<file path="src/icc_pkg.sv">
// Constants shared by the input capture channel and its buffer.
// Assumes one system clock and a plain register port.
package icc_pkg;
  localparam int ICC_DATA_W = 16;
  localparam int ICC_DEPTH = 4;
  localparam int ICC_PTR_W = 2;
  localparam logic [1:0] ICC_ADDR_CTRL = 2'h0;
  localparam logic [1:0] ICC_ADDR_BUF = 2'h1;
  localparam int ICC_BIT_SIDL = 13;
  localparam int ICC_BIT_TMR = 7;
  localparam int ICC_BIT_ICI_LO = 5;
  localparam int ICC_BIT_OV = 4;
  localparam int ICC_BIT_BNE = 3;
  localparam int ICC_BIT_MODE_LO = 0;
  localparam logic [2:0] ICC_MODE_OFF = 3'h0;
  localparam logic [2:0] ICC_MODE_EVERY = 3'h1;
  localparam logic [2:0] ICC_MODE_FALL = 3'h2;
  localparam logic [2:0] ICC_MODE_RISE = 3'h3;
  localparam logic [2:0] ICC_MODE_PRE4 = 3'h4;
  localparam logic [2:0] ICC_MODE_PRE16 = 3'h5;
  localparam logic [2:0] ICC_MODE_UNUSED = 3'h6;
  localparam logic [2:0] ICC_MODE_WAKE = 3'h7;
  localparam logic [3:0] ICC_PRE4_LAST = 4'h3;
  localparam logic [3:0] ICC_PRE16_LAST = 4'hf;
  localparam logic [15:0] ICC_CTRL_RESET = 16'h0000;
endpackage : icc_pkg

</file>
<file path="src/icc_fifo_mem.sv">
// Four-word storage for captured values, read data registered.
// Assumes the caller keeps pointers and never writes when full.
`timescale 1ns/1ps
module icc_fifo_mem
(
  input wire logic clk_sys,
  input wire logic wr_en,
  input wire logic [icc_pkg::ICC_PTR_W-1:0] wr_addr,
  input wire logic [icc_pkg::ICC_DATA_W-1:0] wr_data,
  input wire logic [icc_pkg::ICC_PTR_W-1:0] rd_addr,
  output logic [icc_pkg::ICC_DATA_W-1:0] rd_data
);
  import icc_pkg::*;
  logic [ICC_DATA_W-1:0] mem_q [ICC_DEPTH];

  // Storage and registered read, no reset needed for data
  always_ff @(posedge clk_sys)
  begin
    if (wr_en)
    begin
      mem_q[wr_addr] <= wr_data;
    end
    rd_data <= mem_q[rd_addr];
  end
endmodule : icc_fifo_mem

</file>
<file path="src/icc_channel.sv">
// Input capture channel: edge detect, prescaler, four-word FIFO, control reg.
// Assumes pin and timer counts are synchronous to clk_sys; reg port is plain.
//
// Contract
// - Capture selected timer count on qualifying event
// - Timebase bit one picks second timer
// - Interrupt every one to four captures
// - Four-word FIFO, oldest value read first
// - Read-only overflow flag set by hardware
// - Buffer-not-empty bit reflects unread values
// - Modes 001 any, 010 fall, 011 rise
// - Modes 100/101 capture every 4th/16th rise
// - Every-edge mode ignores interrupt count field
// - Mode 111 rising edge wake only
// - Modes 000 and 110 perform no captures
// - Stop-in-idle halts channel in Idle
// - Pin event wakes from Sleep and Idle
//
// The placing of the registers and the strobed register port are this design's own decisions.
`timescale 1ns/1ps
module icc_channel
(
  input wire logic clk_sys,
  input wire logic reset,
  input wire logic capture_input_pin,
  input wire logic [icc_pkg::ICC_DATA_W-1:0] second_timer_count,
  input wire logic [icc_pkg::ICC_DATA_W-1:0] third_timer_count,
  input wire logic cpu_idle,
  input wire logic cpu_sleep,
  input wire logic [1:0] reg_addr,
  input wire logic [15:0] reg_wdata,
  input wire logic reg_wr,
  input wire logic reg_rd,
  output logic [15:0] reg_rdata,
  output logic capture_irq,
  output logic dma_req,
  output logic wake_req
);
  import icc_pkg::*;

  typedef enum logic [2:0]
  {
    ICC_RD_CTRL = 3'b001,
    ICC_RD_BUF = 3'b010,
    ICC_RD_NONE = 3'b100
  } icc_rdsel_t;

  typedef struct packed
  {
    logic sidl;
    logic tmr_sel;
    logic [1:0] ici;
    logic ov;
    logic [2:0] mode;
    logic pin_prev;
    logic [3:0] pre_cnt;
    logic [1:0] irq_cnt;
    logic [ICC_PTR_W-1:0] wr_ptr;
    logic [ICC_PTR_W-1:0] rd_ptr;
    logic [ICC_PTR_W:0] count;
    icc_rdsel_t rdsel;
    logic [15:0] ctrl_snap;
    logic irq;
    logic dma;
    logic wake;
  } icc_state_t;

  icc_state_t st_q;
  icc_state_t st_d;
  logic rise;
  logic fall;
  logic active;
  logic event_hit;
  logic full;
  logic push;
  logic pop;
  logic [ICC_DATA_W-1:0] cap_value;
  logic [ICC_DATA_W-1:0] mem_rdata;

  // Control word layout, used for reads and snapshot
  function automatic logic [15:0] icc_ctrl_word(input icc_state_t s);
    logic [15:0] w;
    w = 16'h0000;
    w[ICC_BIT_SIDL] = s.sidl;
    w[ICC_BIT_TMR] = s.tmr_sel;
    w[ICC_BIT_ICI_LO +: 2] = s.ici;
    w[ICC_BIT_OV] = s.ov;
    w[ICC_BIT_BNE] = (s.count != '0);
    w[ICC_BIT_MODE_LO +: 3] = s.mode;
    return w;
  endfunction : icc_ctrl_word

  // Edge detection on the synchronous pin
  assign rise = capture_input_pin & ~st_q.pin_prev;
  assign fall = ~capture_input_pin & st_q.pin_prev;

  // Halted in Idle when stop-in-idle set; captures and prescaler frozen in Sleep
  assign active = ~cpu_sleep & ~(cpu_idle & st_q.sidl);

  // Event qualification per mode
  always_comb
  begin
    event_hit = 1'b0;
    unique case (st_q.mode)
      ICC_MODE_EVERY: event_hit = rise | fall;
      ICC_MODE_FALL: event_hit = fall;
      ICC_MODE_RISE: event_hit = rise;
      ICC_MODE_PRE4: event_hit = rise && (st_q.pre_cnt[1:0] == ICC_PRE4_LAST[1:0]);
      ICC_MODE_PRE16: event_hit = rise && (st_q.pre_cnt == ICC_PRE16_LAST);
      ICC_MODE_OFF, ICC_MODE_UNUSED, ICC_MODE_WAKE: event_hit = 1'b0;
    endcase
  end

  // Time base choice: one is the second timer
  assign cap_value = st_q.tmr_sel ? second_timer_count : third_timer_count;
  // Count is one bit wider than the pointers, so full and empty stay distinct
  assign full = (st_q.count == (ICC_PTR_W + 1)'(ICC_DEPTH)) ? 1'b1 : 1'b0;
  assign push = active & event_hit & ~full;
  // Pop on buffer read; empty reads leave pointers alone
  assign pop = reg_rd && (reg_addr == ICC_ADDR_BUF) && (st_q.count != '0);

  // Next-state logic for the whole channel
  always_comb
  begin
    st_d = st_q;
    st_d.irq = 1'b0;
    st_d.dma = 1'b0;
    st_d.wake = 1'b0;
    st_d.pin_prev = capture_input_pin;
    // Prescaler counts rises only in prescaled modes, cleared otherwise
    if ((st_q.mode == ICC_MODE_PRE4) || (st_q.mode == ICC_MODE_PRE16))
    begin
      if (active && rise)
      begin
        st_d.pre_cnt = st_q.pre_cnt + 4'h1;
      end
    end
    else
    begin
      st_d.pre_cnt = 4'h0;
    end
    // FIFO bookkeeping
    if (push)
    begin
      st_d.wr_ptr = st_q.wr_ptr + 2'h1;
    end
    if (pop)
    begin
      st_d.rd_ptr = st_q.rd_ptr + 2'h1;
    end
    st_d.count = st_q.count + {2'h0, push} - {2'h0, pop};
    // Interrupt rate; every-edge mode interrupts each capture
    if (push)
    begin
      st_d.dma = 1'b1;
      if ((st_q.mode == ICC_MODE_EVERY) || (st_q.irq_cnt == st_q.ici))
      begin
        st_d.irq = 1'b1;
        st_d.irq_cnt = 2'h0;
      end
      else
      begin
        st_d.irq_cnt = st_q.irq_cnt + 2'h1;
      end
    end
    // Wake pulse: mode 111 rises, or any qualifying event, while asleep or idle
    if ((cpu_sleep || cpu_idle) && ((st_q.mode == ICC_MODE_WAKE) ? rise : event_hit))
    begin
      st_d.wake = 1'b1;
      if (st_q.mode == ICC_MODE_WAKE)
      begin
        st_d.irq = 1'b1;
      end
    end
    // Register write: overflow and buffer bits are read-only
    if (reg_wr && (reg_addr == ICC_ADDR_CTRL))
    begin
      st_d.sidl = reg_wdata[ICC_BIT_SIDL];
      st_d.tmr_sel = reg_wdata[ICC_BIT_TMR];
      st_d.ici = reg_wdata[ICC_BIT_ICI_LO +: 2];
      st_d.mode = reg_wdata[ICC_BIT_MODE_LO +: 3];
      st_d.irq_cnt = 2'h0; // Restart the interrupt group on reconfig
      // Turning off empties the buffer and clears overflow
      if (reg_wdata[ICC_BIT_MODE_LO +: 3] == ICC_MODE_OFF)
      begin
        st_d.wr_ptr = '0;
        st_d.rd_ptr = '0;
        st_d.count = '0;
        st_d.ov = 1'b0;
      end
    end
    // Overflow after the write, so a capture into a full buffer beats any clear
    if (active && event_hit && full)
    begin
      st_d.ov = 1'b1;
    end
    else if (st_q.ov && pop)
    begin
      st_d.ov = 1'b0;
    end
    // Read select for the next cycle
    st_d.rdsel = ICC_RD_NONE;
    st_d.ctrl_snap = icc_ctrl_word(st_q);
    if (reg_rd)
    begin
      if (reg_addr == ICC_ADDR_CTRL)
      begin
        st_d.rdsel = ICC_RD_CTRL;
      end
      else if (reg_addr == ICC_ADDR_BUF)
      begin
        st_d.rdsel = ICC_RD_BUF;
      end
    end
  end

  // Buffer storage, read address is the oldest entry
  icc_fifo_mem u_mem
  (
    .clk_sys(clk_sys),
    .wr_en(push),
    .wr_addr(st_q.wr_ptr),
    .wr_data(cap_value),
    .rd_addr(st_q.rd_ptr),
    .rd_data(mem_rdata)
  );

  // State register
  always_ff @(posedge clk_sys)
  begin
    if (reset)
    begin
      st_q <= '{sidl: 1'b0, tmr_sel: 1'b0, ici: 2'h0, ov: 1'b0, mode: ICC_MODE_OFF,
                pin_prev: 1'b0, pre_cnt: 4'h0, irq_cnt: 2'h0, wr_ptr: '0, rd_ptr: '0,
                count: '0, rdsel: ICC_RD_NONE, ctrl_snap: ICC_CTRL_RESET,
                irq: 1'b0, dma: 1'b0, wake: 1'b0};
    end
    else
    begin
      st_q <= st_d;
    end
  end

  // Read data mux; unmapped addresses read zero
  always_comb
  begin
    unique case (st_q.rdsel)
      ICC_RD_CTRL: reg_rdata = st_q.ctrl_snap;
      ICC_RD_BUF: reg_rdata = mem_rdata;
      ICC_RD_NONE: reg_rdata = 16'h0000;
      default: reg_rdata = 16'h0000;
    endcase
  end

  assign capture_irq = st_q.irq;
  assign dma_req = st_q.dma;
  assign wake_req = st_q.wake;

  // Helpers for checks
  logic past_valid_q;
  always_ff @(posedge clk_sys)
  begin
    if (reset)
    begin
      past_valid_q <= 1'b0;
    end
    else
    begin
      past_valid_q <= 1'b1;
    end
  end

  // Rule checks, all disabled while reset is high
  a_capture_push: assert property (@(posedge clk_sys) disable iff (reset)
    push |=> st_q.wr_ptr == $past(st_q.wr_ptr) + 2'h1)
    else $error("capture did not advance write pointer");
  a_timebase_sel: assert property (@(posedge clk_sys) disable iff (reset)
    push && st_q.tmr_sel |-> cap_value == second_timer_count)
    else $error("wrong timer captured");
  a_every_irq: assert property (@(posedge clk_sys) disable iff (reset)
    push && st_q.mode == ICC_MODE_EVERY && !(reg_wr && reg_addr == ICC_ADDR_CTRL)
    |=> capture_irq)
    else $error("every-edge capture missed interrupt");
  a_ici_rate: assert property (@(posedge clk_sys) disable iff (reset)
    push && st_q.mode != ICC_MODE_EVERY && st_q.irq_cnt != st_q.ici && !cpu_sleep
    && !cpu_idle |=> !capture_irq)
    else $error("interrupt before group complete");
  a_irq_source: assert property (@(posedge clk_sys) disable iff (reset)
    capture_irq |-> $past(push) || $past(st_q.mode) == ICC_MODE_WAKE)
    else $error("interrupt without capture");
  a_overflow_set: assert property (@(posedge clk_sys) disable iff (reset)
    active && event_hit && full |=> st_q.ov)
    else $error("overflow not flagged");
  a_overflow_drop: assert property (@(posedge clk_sys) disable iff (reset)
    active && event_hit && full && !(reg_wr && reg_addr == ICC_ADDR_CTRL)
    |=> st_q.count == 3'h4 - {2'h0, $past(pop)})
    else $error("overflowing value was stored");
  // Software cannot clear the flag, only a pop or turning the channel off
  a_ov_sticky: assert property (@(posedge clk_sys) disable iff (reset)
    st_q.ov && !pop && !(reg_wr && reg_addr == ICC_ADDR_CTRL
    && reg_wdata[ICC_BIT_MODE_LO +: 3] == ICC_MODE_OFF) |=> st_q.ov)
    else $error("overflow flag lost");
  // Status read back compared with the pointers, not with the count
  a_bne_status: assert property (@(posedge clk_sys) disable iff (reset)
    past_valid_q && $past(reg_rd && reg_addr == ICC_ADDR_CTRL)
    |-> reg_rdata[ICC_BIT_BNE] == $past((st_q.wr_ptr != st_q.rd_ptr) || full))
    else $error("buffer status wrong");
  a_ptr_full: assert property (@(posedge clk_sys) disable iff (reset)
    full |-> st_q.wr_ptr == st_q.rd_ptr)
    else $error("full buffer with pointers apart");
  a_off_nocap: assert property (@(posedge clk_sys) disable iff (reset)
    st_q.mode == ICC_MODE_OFF || st_q.mode == ICC_MODE_UNUSED |-> !push)
    else $error("capture while disabled");
  a_reset_quiet: assert property (@(posedge clk_sys) disable iff (reset)
    $past(reset) |-> !capture_irq && !dma_req && !wake_req && st_q.mode == ICC_MODE_OFF)
    else $error("channel not quiet after reset");
  a_idle_halt: assert property (@(posedge clk_sys) disable iff (reset)
    cpu_idle && st_q.sidl |-> !push)
    else $error("capture while halted in idle");
  a_wake_rise: assert property (@(posedge clk_sys) disable iff (reset)
    st_q.mode == ICC_MODE_WAKE && cpu_sleep && rise |=> wake_req && capture_irq)
    else $error("wake-only mode missed rise");
  a_wake_event: assert property (@(posedge clk_sys) disable iff (reset)
    (cpu_sleep || cpu_idle) && st_q.mode == ICC_MODE_RISE && rise |=> wake_req)
    else $error("pin event did not wake");
  a_pop_read: assert property (@(posedge clk_sys) disable iff (reset)
    pop && !push |=> st_q.count == $past(st_q.count) - 3'h1)
    else $error("read did not pop");

  // Scenario covers
  c_fill_full: cover property (@(posedge clk_sys) disable iff (reset) full);
  c_group_irq: cover property (@(posedge clk_sys) disable iff (reset)
    push && st_q.ici == 2'h3 && st_q.irq_cnt == 2'h3);
  c_overflow: cover property (@(posedge clk_sys) disable iff (reset) st_q.ov);
  c_pre16: cover property (@(posedge clk_sys) disable iff (reset)
    push && st_q.mode == ICC_MODE_PRE16);
  c_wake: cover property (@(posedge clk_sys) disable iff (reset) wake_req);
endmodule : icc_channel

</file>
<file path="config.mk">
export PLATFORM = sky130hd
export DESIGN_NAME = icc_channel
export DESIGN_NICKNAME = d
export VERILOG_FILES = /design/src/icc_pkg.sv /design/src/icc_fifo_mem.sv /design/src/icc_channel.sv
export SDC_FILE = /design/constraint.sdc
export NUM_CORES = 1
export LEC_CHECK = 0
export ABC_AREA = 0
export BUFFER_PORTS_ARGS = -buffer_cell sky130_fd_sc_hd__buf_2
export CORE_ASPECT_RATIO = 0.75
export CORE_MARGIN = 2
export CORE_UTILIZATION = 30
export DETAILED_ROUTE_END_ITERATION = 10
export MAX_ROUTING_LAYER = met4
export PLACE_DENSITY = 0.45
export SYNTH_ARGS = -nofsm -noshare
export SYNTH_HDL_FRONTEND = slang
export SYNTH_HIERARCHICAL = 1
export SYNTH_SLANG_ARGS = --single-unit
</file>
<file path="constraint.sdc">
create_clock -name clk_sys -period 3.5 [get_ports clk_sys]
set_input_delay 0.525 -clock clk_sys [delete_from_list [all_inputs] [get_ports clk_sys]]
set_output_delay 0.525 -clock clk_sys [all_outputs]
set_load 0.01 [all_outputs]
</file>
==> results of run 1 <==
[Yosys cell counts, drive strengths merged]
| master | instances | area, um^2 |
|---|---|---|
| xor2 | 6 | 52.55 |
| xnor2 | 2 | 17.52 |
| nor2b | 12 | 75.07 |
| or2 | 1 | 6.260 |
| and2 | 7 | 43.79 |
| inv | 9 | 33.78 |
| buf | 7 | 60.06 |
| nor3b | 3 | 22.52 |
| edfxtp | 64 | 1922 |
| o31a | 1 | 8.760 |
| a21o | 1 | 7.510 |
| and3b | 2 | 17.52 |
| nand4b | 1 | 8.760 |
| nand3 | 5 | 25.02 |
| nand4 | 1 | 6.260 |
| or4 | 2 | 15.01 |
| or3b | 2 | 17.52 |
| o31ai | 4 | 35.03 |
| a211oi | 1 | 7.510 |
| or3 | 1 | 6.260 |
| mux2i | 7 | 70.07 |
| o22ai | 1 | 6.260 |
| a22oi | 9 | 67.56 |
| a21oi | 10 | 53.80 |
| nor3 | 3 | 15.01 |
| clkbuf | 6 | 22.52 |
| dfxtp | 53 | 1061 |
| nor2 | 33 | 123.9 |
| a31oi | 1 | 6.260 |
| mux2 | 16 | 180.2 |
| and3 | 1 | 6.260 |
| o21ai | 3 | 15.01 |
| fa | 1 | 20.02 |
| nand2 | 7 | 26.28 |
| nor4b | 1 | 8.760 |
| ha | 5 | 62.56 |
| nand2b | 4 | 25.02 |
| mux4 | 16 | 382.9 |
[kinds of logic after synthesis]
kind of cell    Yosys count  synth area share
flops                   117            0.6567
simple gates             86           0.09890
mux                      39            0.1394
compound gates           31           0.04573
buf+inv                  22           0.02562
xor+xnor                  8           0.01543
fa+ha+maj                 6           0.01818
[per-stage QoR]
step	util	cells	worst slack (ns)
after floorplan	-	309	0.4903
after global placement	0.3496	572	0.5249
after detailed placement	0.3496	572	0.4815
after CTS	0.3886	603	0.6940
after global routing	0.3886	603	0.5308
final	0.3886	603	0.7067
[flip-flops by register name (all words and copies together), names as in the netlist]
name / flops
capture_irq: 1
dma_req: 1
st_d: 8
st_q: 26
u_mem/mem_q: 64
u_mem/rd_data: 16
wake_req: 1
[worst reg2reg max path, delay by kind of cell (launching register included)]
kind | cells | cell delay [ns]
DFF | 1 | 0.48
adders and majority gates | 3 | 0.73
AOI/OAI and AO/OA | 1 | 0.09
and+or+nand+nor | 4 | 0.85
xor gates and xnor gates | 2 | 0.31
buffers and inverters | 3 | 0.21
[power by group]
group / leakage (nW) / switching (mW) / internal, mW
clock: 0.277 / 0.568 / 1.10
sequential: 1.01 / 0.0165 / 1.47
combinational: 0.830 / 0.0601 / 0.0620
[routing by layer]
metal	wire [um]	global-route usage	up-vias
met2	3978	0.1739	77
met5	0	-	-
met1	4422	0.1620	1265
met4	146	0.04984	0
li1	-	-	1307
met3	565	0.04421	13
[path summary, 6_finish.rpt]
path	start	to	slack, ns	cells past startpoint
setup / recovery	st_d[3]	st_q[24]	0.71	13
hold / removal	reg_addr[0]	st_q[19]	0.32	2
setup reg to reg	st_d[3]	st_q[24]	0.71	13
hold reg to reg	st_q[32]	st_q[32]	0.47	2
[layout make-up]
| type | instances | area [um^2] |
|---|---|---|
| flip-flops and latches | 117 | 2983 |
| multi-input cells | 170 | 1448 |
| clock buffers | 19 | 432.9 |
| repair buffers | 76 | 405.4 |
| inverters | 9 | 33.78 |
| well taps | 200 | 250.2 |
| fillers | 1434 | 8954 |
| clock inverters | 12 | 137.6 |
==> metrics, run 1 <==
ANT nets after route 0; GRT Total Usage 0.1235; Routed WL per cell 15.11 um; Congestion Overflow GR 0; PostCTS Resize Cnt 0; most frequent cells in the layout buf_2, edfxtp_1, dfxtp_1; number of global-route vias before repair 2715; Worst-Skew Late Latency 0.40 ns; most common cell after layout, fill and taps aside buf_2; peak supply drop 0.0002835 V; Area Overhead vs Synth 25.29%; HP Class input pin to flop; largest net degree at the start of global routing 25; register bit count reported by yosys 117; overall die area 0.01615 mm^2; critical-path cell list nand2b_1 > or3b_2 > o31ai_2 > nor2_1 > inv_1 > ha_1 > inv_1 > ha_1 > inv_1 > fa_1 > xor2_1 > xnor2_1 > nor2_1; Pwr Total 3.279 mW; Fin Hold WS 0.3175 ns; hpwl dp 6105 um; Worst path max stage delay 0.51 ns; RSZ-0062 raised after global routing no; sequential cell area fraction in the yosys report 0.6567; clock sinks 117; slew margin rel. 0.3570; Final Slew Violations 0; via/cell ratio 4.415; mean area per synthesized cell 14.70 um^2; Final Cell Area 0.005690 mm^2; Clock Skew 0.01258 ns; DIE WIDTH 146.1 um; Setup crit end kind flop; H-tree lvl count 4; CP max-delay cell or3b_2; final net count 454; Worst EP arrival 3.08 ns; Final Hold Fails 0; Top Ports 76; fmax 358.0 MHz; CP startpoint kind flop; final wirelength 9114 um; first-pass GRT wire length 14520 um; Lkg Pwr 2.117 nW; DP Area 0.005120 mm^2; CTS tree yes; floorplan core area 0.01464 mm^2; DR DRC count 0; period utilisation layout 0.7981; Post-CTS Setup Inserts 0; Fin Setup TNS 0 ns; status complete, no violations; port buffer count 66; Max FO, Critical Path 6; Power Density 576.3 mW/mm^2; fin crit period 2.793 ns; Root Buffer clkbuf_16; Die H 110.6 um; most used cell, CP inv_1; First-pass DRT Iterations 4; initial antenna violation count 0; worst-case clock buffer depth 2; Buffers & Inverters on Critical Path 3; final setup vio count 0; Cell variety after synth 44; Setup CP Type flop to flop; Synthesized Nets 372; gpl congestion 0.7339; Reg clk slew, reported paths 0.05 ns; Ys Warns 6; family with the most delay on the worst path simple AND/OR/NAND/NOR gates; CP required 3.79 ns; cell count after synthesis 309; Vias 2662; DR iter-0 viols 151; total CTS buffers 17; share of cells above drive strength 1 0.3350; # rows 38; cts hold-fix bufs 0; ant diodes 0; Netlist Area Pre-Place 0.004542 mm^2; Starting Density 0.3102; Max-cap violations 0; Worst Max-Slew Pin Slew 0.9644 ns
Power figures use the tool's default switching activity.
==> run 2: changes to the inputs <==
--- a/config.mk
+++ b/config.mk
@@ -5,14 +5,14 @@
 export SDC_FILE = /design/constraint.sdc
 export NUM_CORES = 1
 export LEC_CHECK = 0
-export ABC_AREA = 0
+export ABC_AREA = 1
 export BUFFER_PORTS_ARGS = -buffer_cell sky130_fd_sc_hd__buf_2
 export CORE_ASPECT_RATIO = 0.75
 export CORE_MARGIN = 2
 export CORE_UTILIZATION = 30
 export DETAILED_ROUTE_END_ITERATION = 10
 export MAX_ROUTING_LAYER = met4
-export PLACE_DENSITY = 0.45
+export PLACE_DENSITY = 0.46
 export SYNTH_ARGS = -nofsm -noshare
 export SYNTH_HDL_FRONTEND = slang
 export SYNTH_HIERARCHICAL = 1
==> constraint.sdc (replaced) <==
create_clock -name clk_sys -period 2.4 [get_ports clk_sys]
set_input_delay 0.36 -clock clk_sys [delete_from_list [all_inputs] [get_ports clk_sys]]
set_output_delay 0.36 -clock clk_sys [all_outputs]
set_load 0.01 [all_outputs]
==> run 2 against run 1 <==
Against the previous run: cell count grew 43%; non-clock buffer count is 7 higher; routed wire length is 22% higher; worst setup slack worse by 0.55 ns; count of clock-buffer cells in the layout rose by 4; register-to-register slack worse by 0.55 ns.
==> metrics, run 2 <==
max FFs per register 64; Post-CTS Setup Inserts 0; Final Cell Area 0.006415 mm^2; Clock Skew 0.01131 ns; total CTS buffers 17; Max-cap violations 0; most common cell in the netlist nand2_1; share of cells above drive strength 1 0.2156; initial antenna violation count 0; largest cells by area after synthesis edfxtp_1, dfxtp_1, nand2_1; Die H 116.1 um; gpl congestion 0.8557; Fin Hold WS 0.1505 ns; Reg clk slew, reported paths 0.05 ns; cts hold-fix bufs 0; RSZ-0062 raised after global routing no; Final Hold Fails 0; Synth area leader edfxtp_1; Root Buffer clkbuf_16; Ys Warns 6; Final Slew Violations 0; largest net degree at the start of global routing 33; overall die area 0.01782 mm^2; period utilisation layout 0.9334; Setup CP Type flop to flop; ant diodes 0; most common cell after layout, fill and taps aside nand2_1; number of synthesized flops with an enable pin 64; synth cell count leaders nand2_1, inv_1, edfxtp_1; worst-case clock buffer depth 2; port buffer count 66; Top reg by flops u_mem/mem_q; DR iter-0 viols 167; ANT nets after route 0; hpwl dp 7659 um; final wirelength 11130 um; Pwr Total 5.341 mW; first-pass GRT wire length 18080 um; via/cell ratio 4.156; Power Density 832.6 mW/mm^2; First-pass DRT Iterations 4; register bit count reported by yosys 117; number of global-route vias before repair 3567; Routed WL per cell 12.88 um; DR DRC count 0; DP Area 0.005693 mm^2; Starting Density 0.3100; biggest regs u_mem/mem_q: 64 flops, st_q: 26 flops, u_mem/rd_data: 16 flops; Top Ports 76; HP Class input pin to flop; Area Overhead vs Synth 27.63%; Setup crit end kind flop; Worst EP arrival 2.57 ns; Worst Max-Slew Pin Slew 0.6603 ns; Synthesized Nets 619; # rows 40; final net count 704; CTS tree yes; final core occ 0.3956; floorplan core area 0.01622 mm^2; CP startpoint kind flop; Worst-Skew Late Latency 0.41 ns; GRT Total Usage 0.1384; status complete, no violations; Cell variety after synth 35; Congestion Overflow GR 0; top_reg_cell synth edfxtp_1; mean area per synthesized cell 9.040 um^2; fin crit period 2.240 ns; final setup vio count 0; sequential cell area fraction in the yosys report 0.5935; fmax 446.4 MHz; H-tree lvl count 4; Max FO, Critical Path 4; Netlist Area Pre-Place 0.005026 mm^2; worst slack at placement -0.1267 ns; clock sinks 117; CP required 2.73 ns; Vias 3591; area share of the largest cell type after synthesis 0.3824; DIE WIDTH 153.5 um; ys async rst share 0; Final Worst Setup Slack 0.1599 ns; peak supply drop 0.0003820 V; most frequent cells in the layout nand2_1, inv_1, buf_2; cell count after synthesis 556; Lkg Pwr 2.932 nW; slew margin rel. 0.5571
==> run 2: changes by cell type in the layout (fill, tap and decap cells not counted), sizes merged, moves of 9 or more <==
cell / previous run / this run
inv: 9 / 109
a22oi: 9 / 0
nor2b: 12 / 0
o21ai: 3 / 19
nand2: 7 / 156
mux4: 16 / 0
nand3: 5 / 53
mux2: 16 / 0
==> run 2: timing repair <==
action / 4_1_cts / 5_1_grt
gates resized for setup: 3 / 7
pin swaps: 0 / 2
endpoints found under the setup margin: 1 / 1
cloned: 0 / 0
==> run 2: cell type report <==
class	instances	area, um^2
Timing Repair Buffer	83	508.0
Tap cell	210	262.8
Inverter	111	419.2
Sequential cell	117	2985
Clock inverter	9	197.7
Fill cell	1616	9801
Clock buffer	23	478.0
Multi-Input combinational cell	311	1564
==> run 2: per-layer routing <==
layer,global-route usage,part of all wire,up-vias
met1,0.1780,0.50,1642
met5,-,0,-
met3,0.03711,0.035,6
met4,0.04404,0.0063,0
li1,-,-,1896
met2,0.2155,0.46,47
==> run 2: logic make-up (layout without fill, tap and decap cells) <==
family | count (synthesis) | after routing | synth area share
xor gates and xnor gates | 8 | 8 | 0.01394
DFF | 117 | 117 | 0.5935
buffers and inverters | 128 | 226 | 0.1080
AOI/OAI and AO/OA | 34 | 34 | 0.03809
and+or+nand+nor | 263 | 263 | 0.2300
adders and majority gates | 6 | 6 | 0.01643
==> run 2: per-stage QoR <==
stage / TNS (ns) / cells
3_5_place_dp: -0.1267 / 832
6_report: 0 / 864
5_1_grt: 0 / 864
4_1_cts: 0 / 864
3_3_place_gp: -0.05672 / 832
2_1_floorplan: -19.75 / 556
==> run 2: worst max-delay path: stages (launching register included) <==
cell     delay [ns]
dfxtp_1        0.32
inv_2          0.07
ha_4           0.15
nand2_1        0.07
nor2_2         0.09
nand2_2        0.06
nand2_4        0.09
nand4_4        0.10
ha_4           0.25
inv_1          0.05
ha_1           0.12
inv_1          0.05
fa_2           0.34
or2_2          0.31
a21oi_2        0.11
==> run 2: worst paths after layout <==
kind,endpoint,depth (start not counted),from,slack [ns]
min reg2reg,st_q[7],2,st_d[7],0.43
max reg2reg,st_q[24],14,st_q[35],0.16
max,st_q[24],14,st_q[35],0.16
min,st_q[19],2,reg_addr[0],0.15
==> run 2: power by group <==
| group | switching (mW) | leakage [nW] | internal (mW) |
|---|---|---|---|
| Clock | 0.843 | 0.329 | 2.03 |
| Combinational | 0.169 | 1.59 | 0.103 |
| Sequential | 0.0277 | 1.01 | 2.17 |
==> run 3: changes to the inputs <==
--- a/config.mk
+++ b/config.mk
@@ -12,7 +12,6 @@
 export CORE_UTILIZATION = 30
 export DETAILED_ROUTE_END_ITERATION = 10
 export MAX_ROUTING_LAYER = met4
-export PLACE_DENSITY = 0.46
 export SYNTH_ARGS = -nofsm -noshare
 export SYNTH_HDL_FRONTEND = slang
 export SYNTH_HIERARCHICAL = 1
==> run 3 against run 2 <==
Against the previous run: utilization is 0.74 points lower; count of clock-buffer cells in the layout fell by 3; cell count did not move; sequential share of layout area is 0.89 points higher; design area fell by 1.9%; die area did not move; worst hold slack better by 0.0094 ns; routed wire length shrank 7.7%; register-to-register slack lost 0.03 ns; clock skew grew 0.0026 ns; global-route usage down 0.98 points; critical path type unchanged.
==> metrics, run 3 (synthesis gave the netlist of run 2 again) <==
most common cell after layout, fill and taps aside nand2_1; period utilisation layout 0.9447; DP Area 0.005693 mm^2; Lkg Pwr 2.884 nW; fin crit period 2.267 ns; # rows 40; port buffer count 66; GRT Total Usage 0.1286; peak supply drop 0.0003310 V; CTS tree yes; Area Overhead vs Synth 25.24%; storage element area 0.002985 mm^2; final core occ 0.3882; largest net degree at the start of global routing 34; Reg clk slew, reported paths 0.06 ns; first-pass GRT wire length 16950 um; DR iter-0 viols 263; Max FO, Critical Path 4; Multi-input gate area 0.001538 mm^2; PostCTS Resize Cnt 0; Worst Max-Slew Pin Slew 0.5639 ns; ant diodes 0; Final Slew Violations 0; max FFs per register 64; slew margin rel. 0.6227; Setup crit end kind flop; share of cells above drive strength 1 0.2156; worst-case clock buffer depth 2; Top reg by flops u_mem/mem_q; First-pass DRT Iterations 7; Worst-Skew Late Latency 0.41 ns; Fin Setup TNS 0 ns; DR DRC count 0; biggest regs u_mem/mem_q: 64 flops, st_q: 26 flops, u_mem/rd_data: 16 flops; final wirelength 10270 um; Worst EP arrival 2.61 ns; Root Buffer clkbuf_16; Setup CP Type flop to flop; Post-CTS Setup Inserts 0; CP required 2.74 ns; Max-cap violations 0; Final Cell Area 0.006295 mm^2; most frequent cells in the layout nand2_1, inv_1, buf_2; Clock Skew 0.01390 ns; Vias 3575; clock sinks 117; via/cell ratio 4.138; gpl congestion 0.8085; filler cell count 1612; Non-Filler Instances 864; Die H 116.1 um; final setup vio count 0; initial antenna violation count 0; Top Ports 76; floorplan core area 0.01622 mm^2; Congestion Overflow GR 0; status complete, no violations; Power Density 777.8 mW/mm^2; cts hold-fix bufs 0; HP Class input pin to flop; placed cell count 832; number of global-route vias before repair 3470; ANT nets after route 0; Routed WL per cell 11.89 um; final net count 704; H-tree lvl count 4; CP startpoint kind flop; Fin Hold WS 0.1600 ns; total CTS buffers 17; fmax 441.0 MHz; Final Hold Fails 0; hpwl dp 6912 um; DIE WIDTH 153.5 um; overall die area 0.01782 mm^2; Starting Density 0.3100
-- run 3: area by class of cell --
cell class / count / area share
clock inverters: 12 / 0.01829
clock buffers: 20 / 0.07414
repair buffers: 83 / 0.08070
inverters: 111 / 0.06659
well taps: 210 / 0.04174
multi-input cells: 311 / 0.2443
flip-flops and latches: 117 / 0.4743
-- run 3: path summary, 6_finish.rpt --
path / slack [ns] / cells past startpoint / endpoint / start
setup reg to reg: 0.13 / 13 / st_q[24] / st_q[31]
hold / removal: 0.16 / 2 / st_q[19] / reg_addr[0]
setup / recovery: 0.13 / 13 / st_q[24] / st_q[31]
hold reg to reg: 0.44 / 2 / st_q[7] / st_d[7]
-- run 3: critical path, stage by stage, from the launching register on --
cell,delay (ns)
dfxtp_2,0.34
ha_2,0.18
nand2_1,0.06
nor2_2,0.11
nand2_2,0.07
nand2_4,0.09
nand4_4,0.09
ha_1,0.30
inv_1,0.05
ha_1,0.12
inv_1,0.05
fa_2,0.33
or2_2,0.30
a21oi_1,0.11
-- run 3: through the flow --
step	setup WS [ns]	power (mW)
2_1_floorplan	-0.3085	2.400
3_3_place_gp	-0.08073	2.505
3_5_place_dp	-0.08131	2.507
4_1_cts	0.01121	4.940
5_1_grt	-0.003949	5.080
6_report	0.1326	4.896
-- run 3: routing by layer --
metal,up-vias,part of all wire,GRT usage
met1,1605,0.51,0.1611
met3,12,0.033,0.03006
li1,1903,-,-
met4,0,0.011,0.04587
met5,-,0,-
met2,55,0.45,0.2068
-- run 3: where the power goes --
group / total, mW / switching, mW / leakage, nW / internal (mW)
clock: 2.43 / 0.911 / 0.282 / 1.52
combinational: 0.271 / 0.170 / 1.59 / 0.102
sequential: 2.19 / 0.0228 / 1.01 / 2.17
total: 4.90 / 1.10 / 2.88 / 3.79
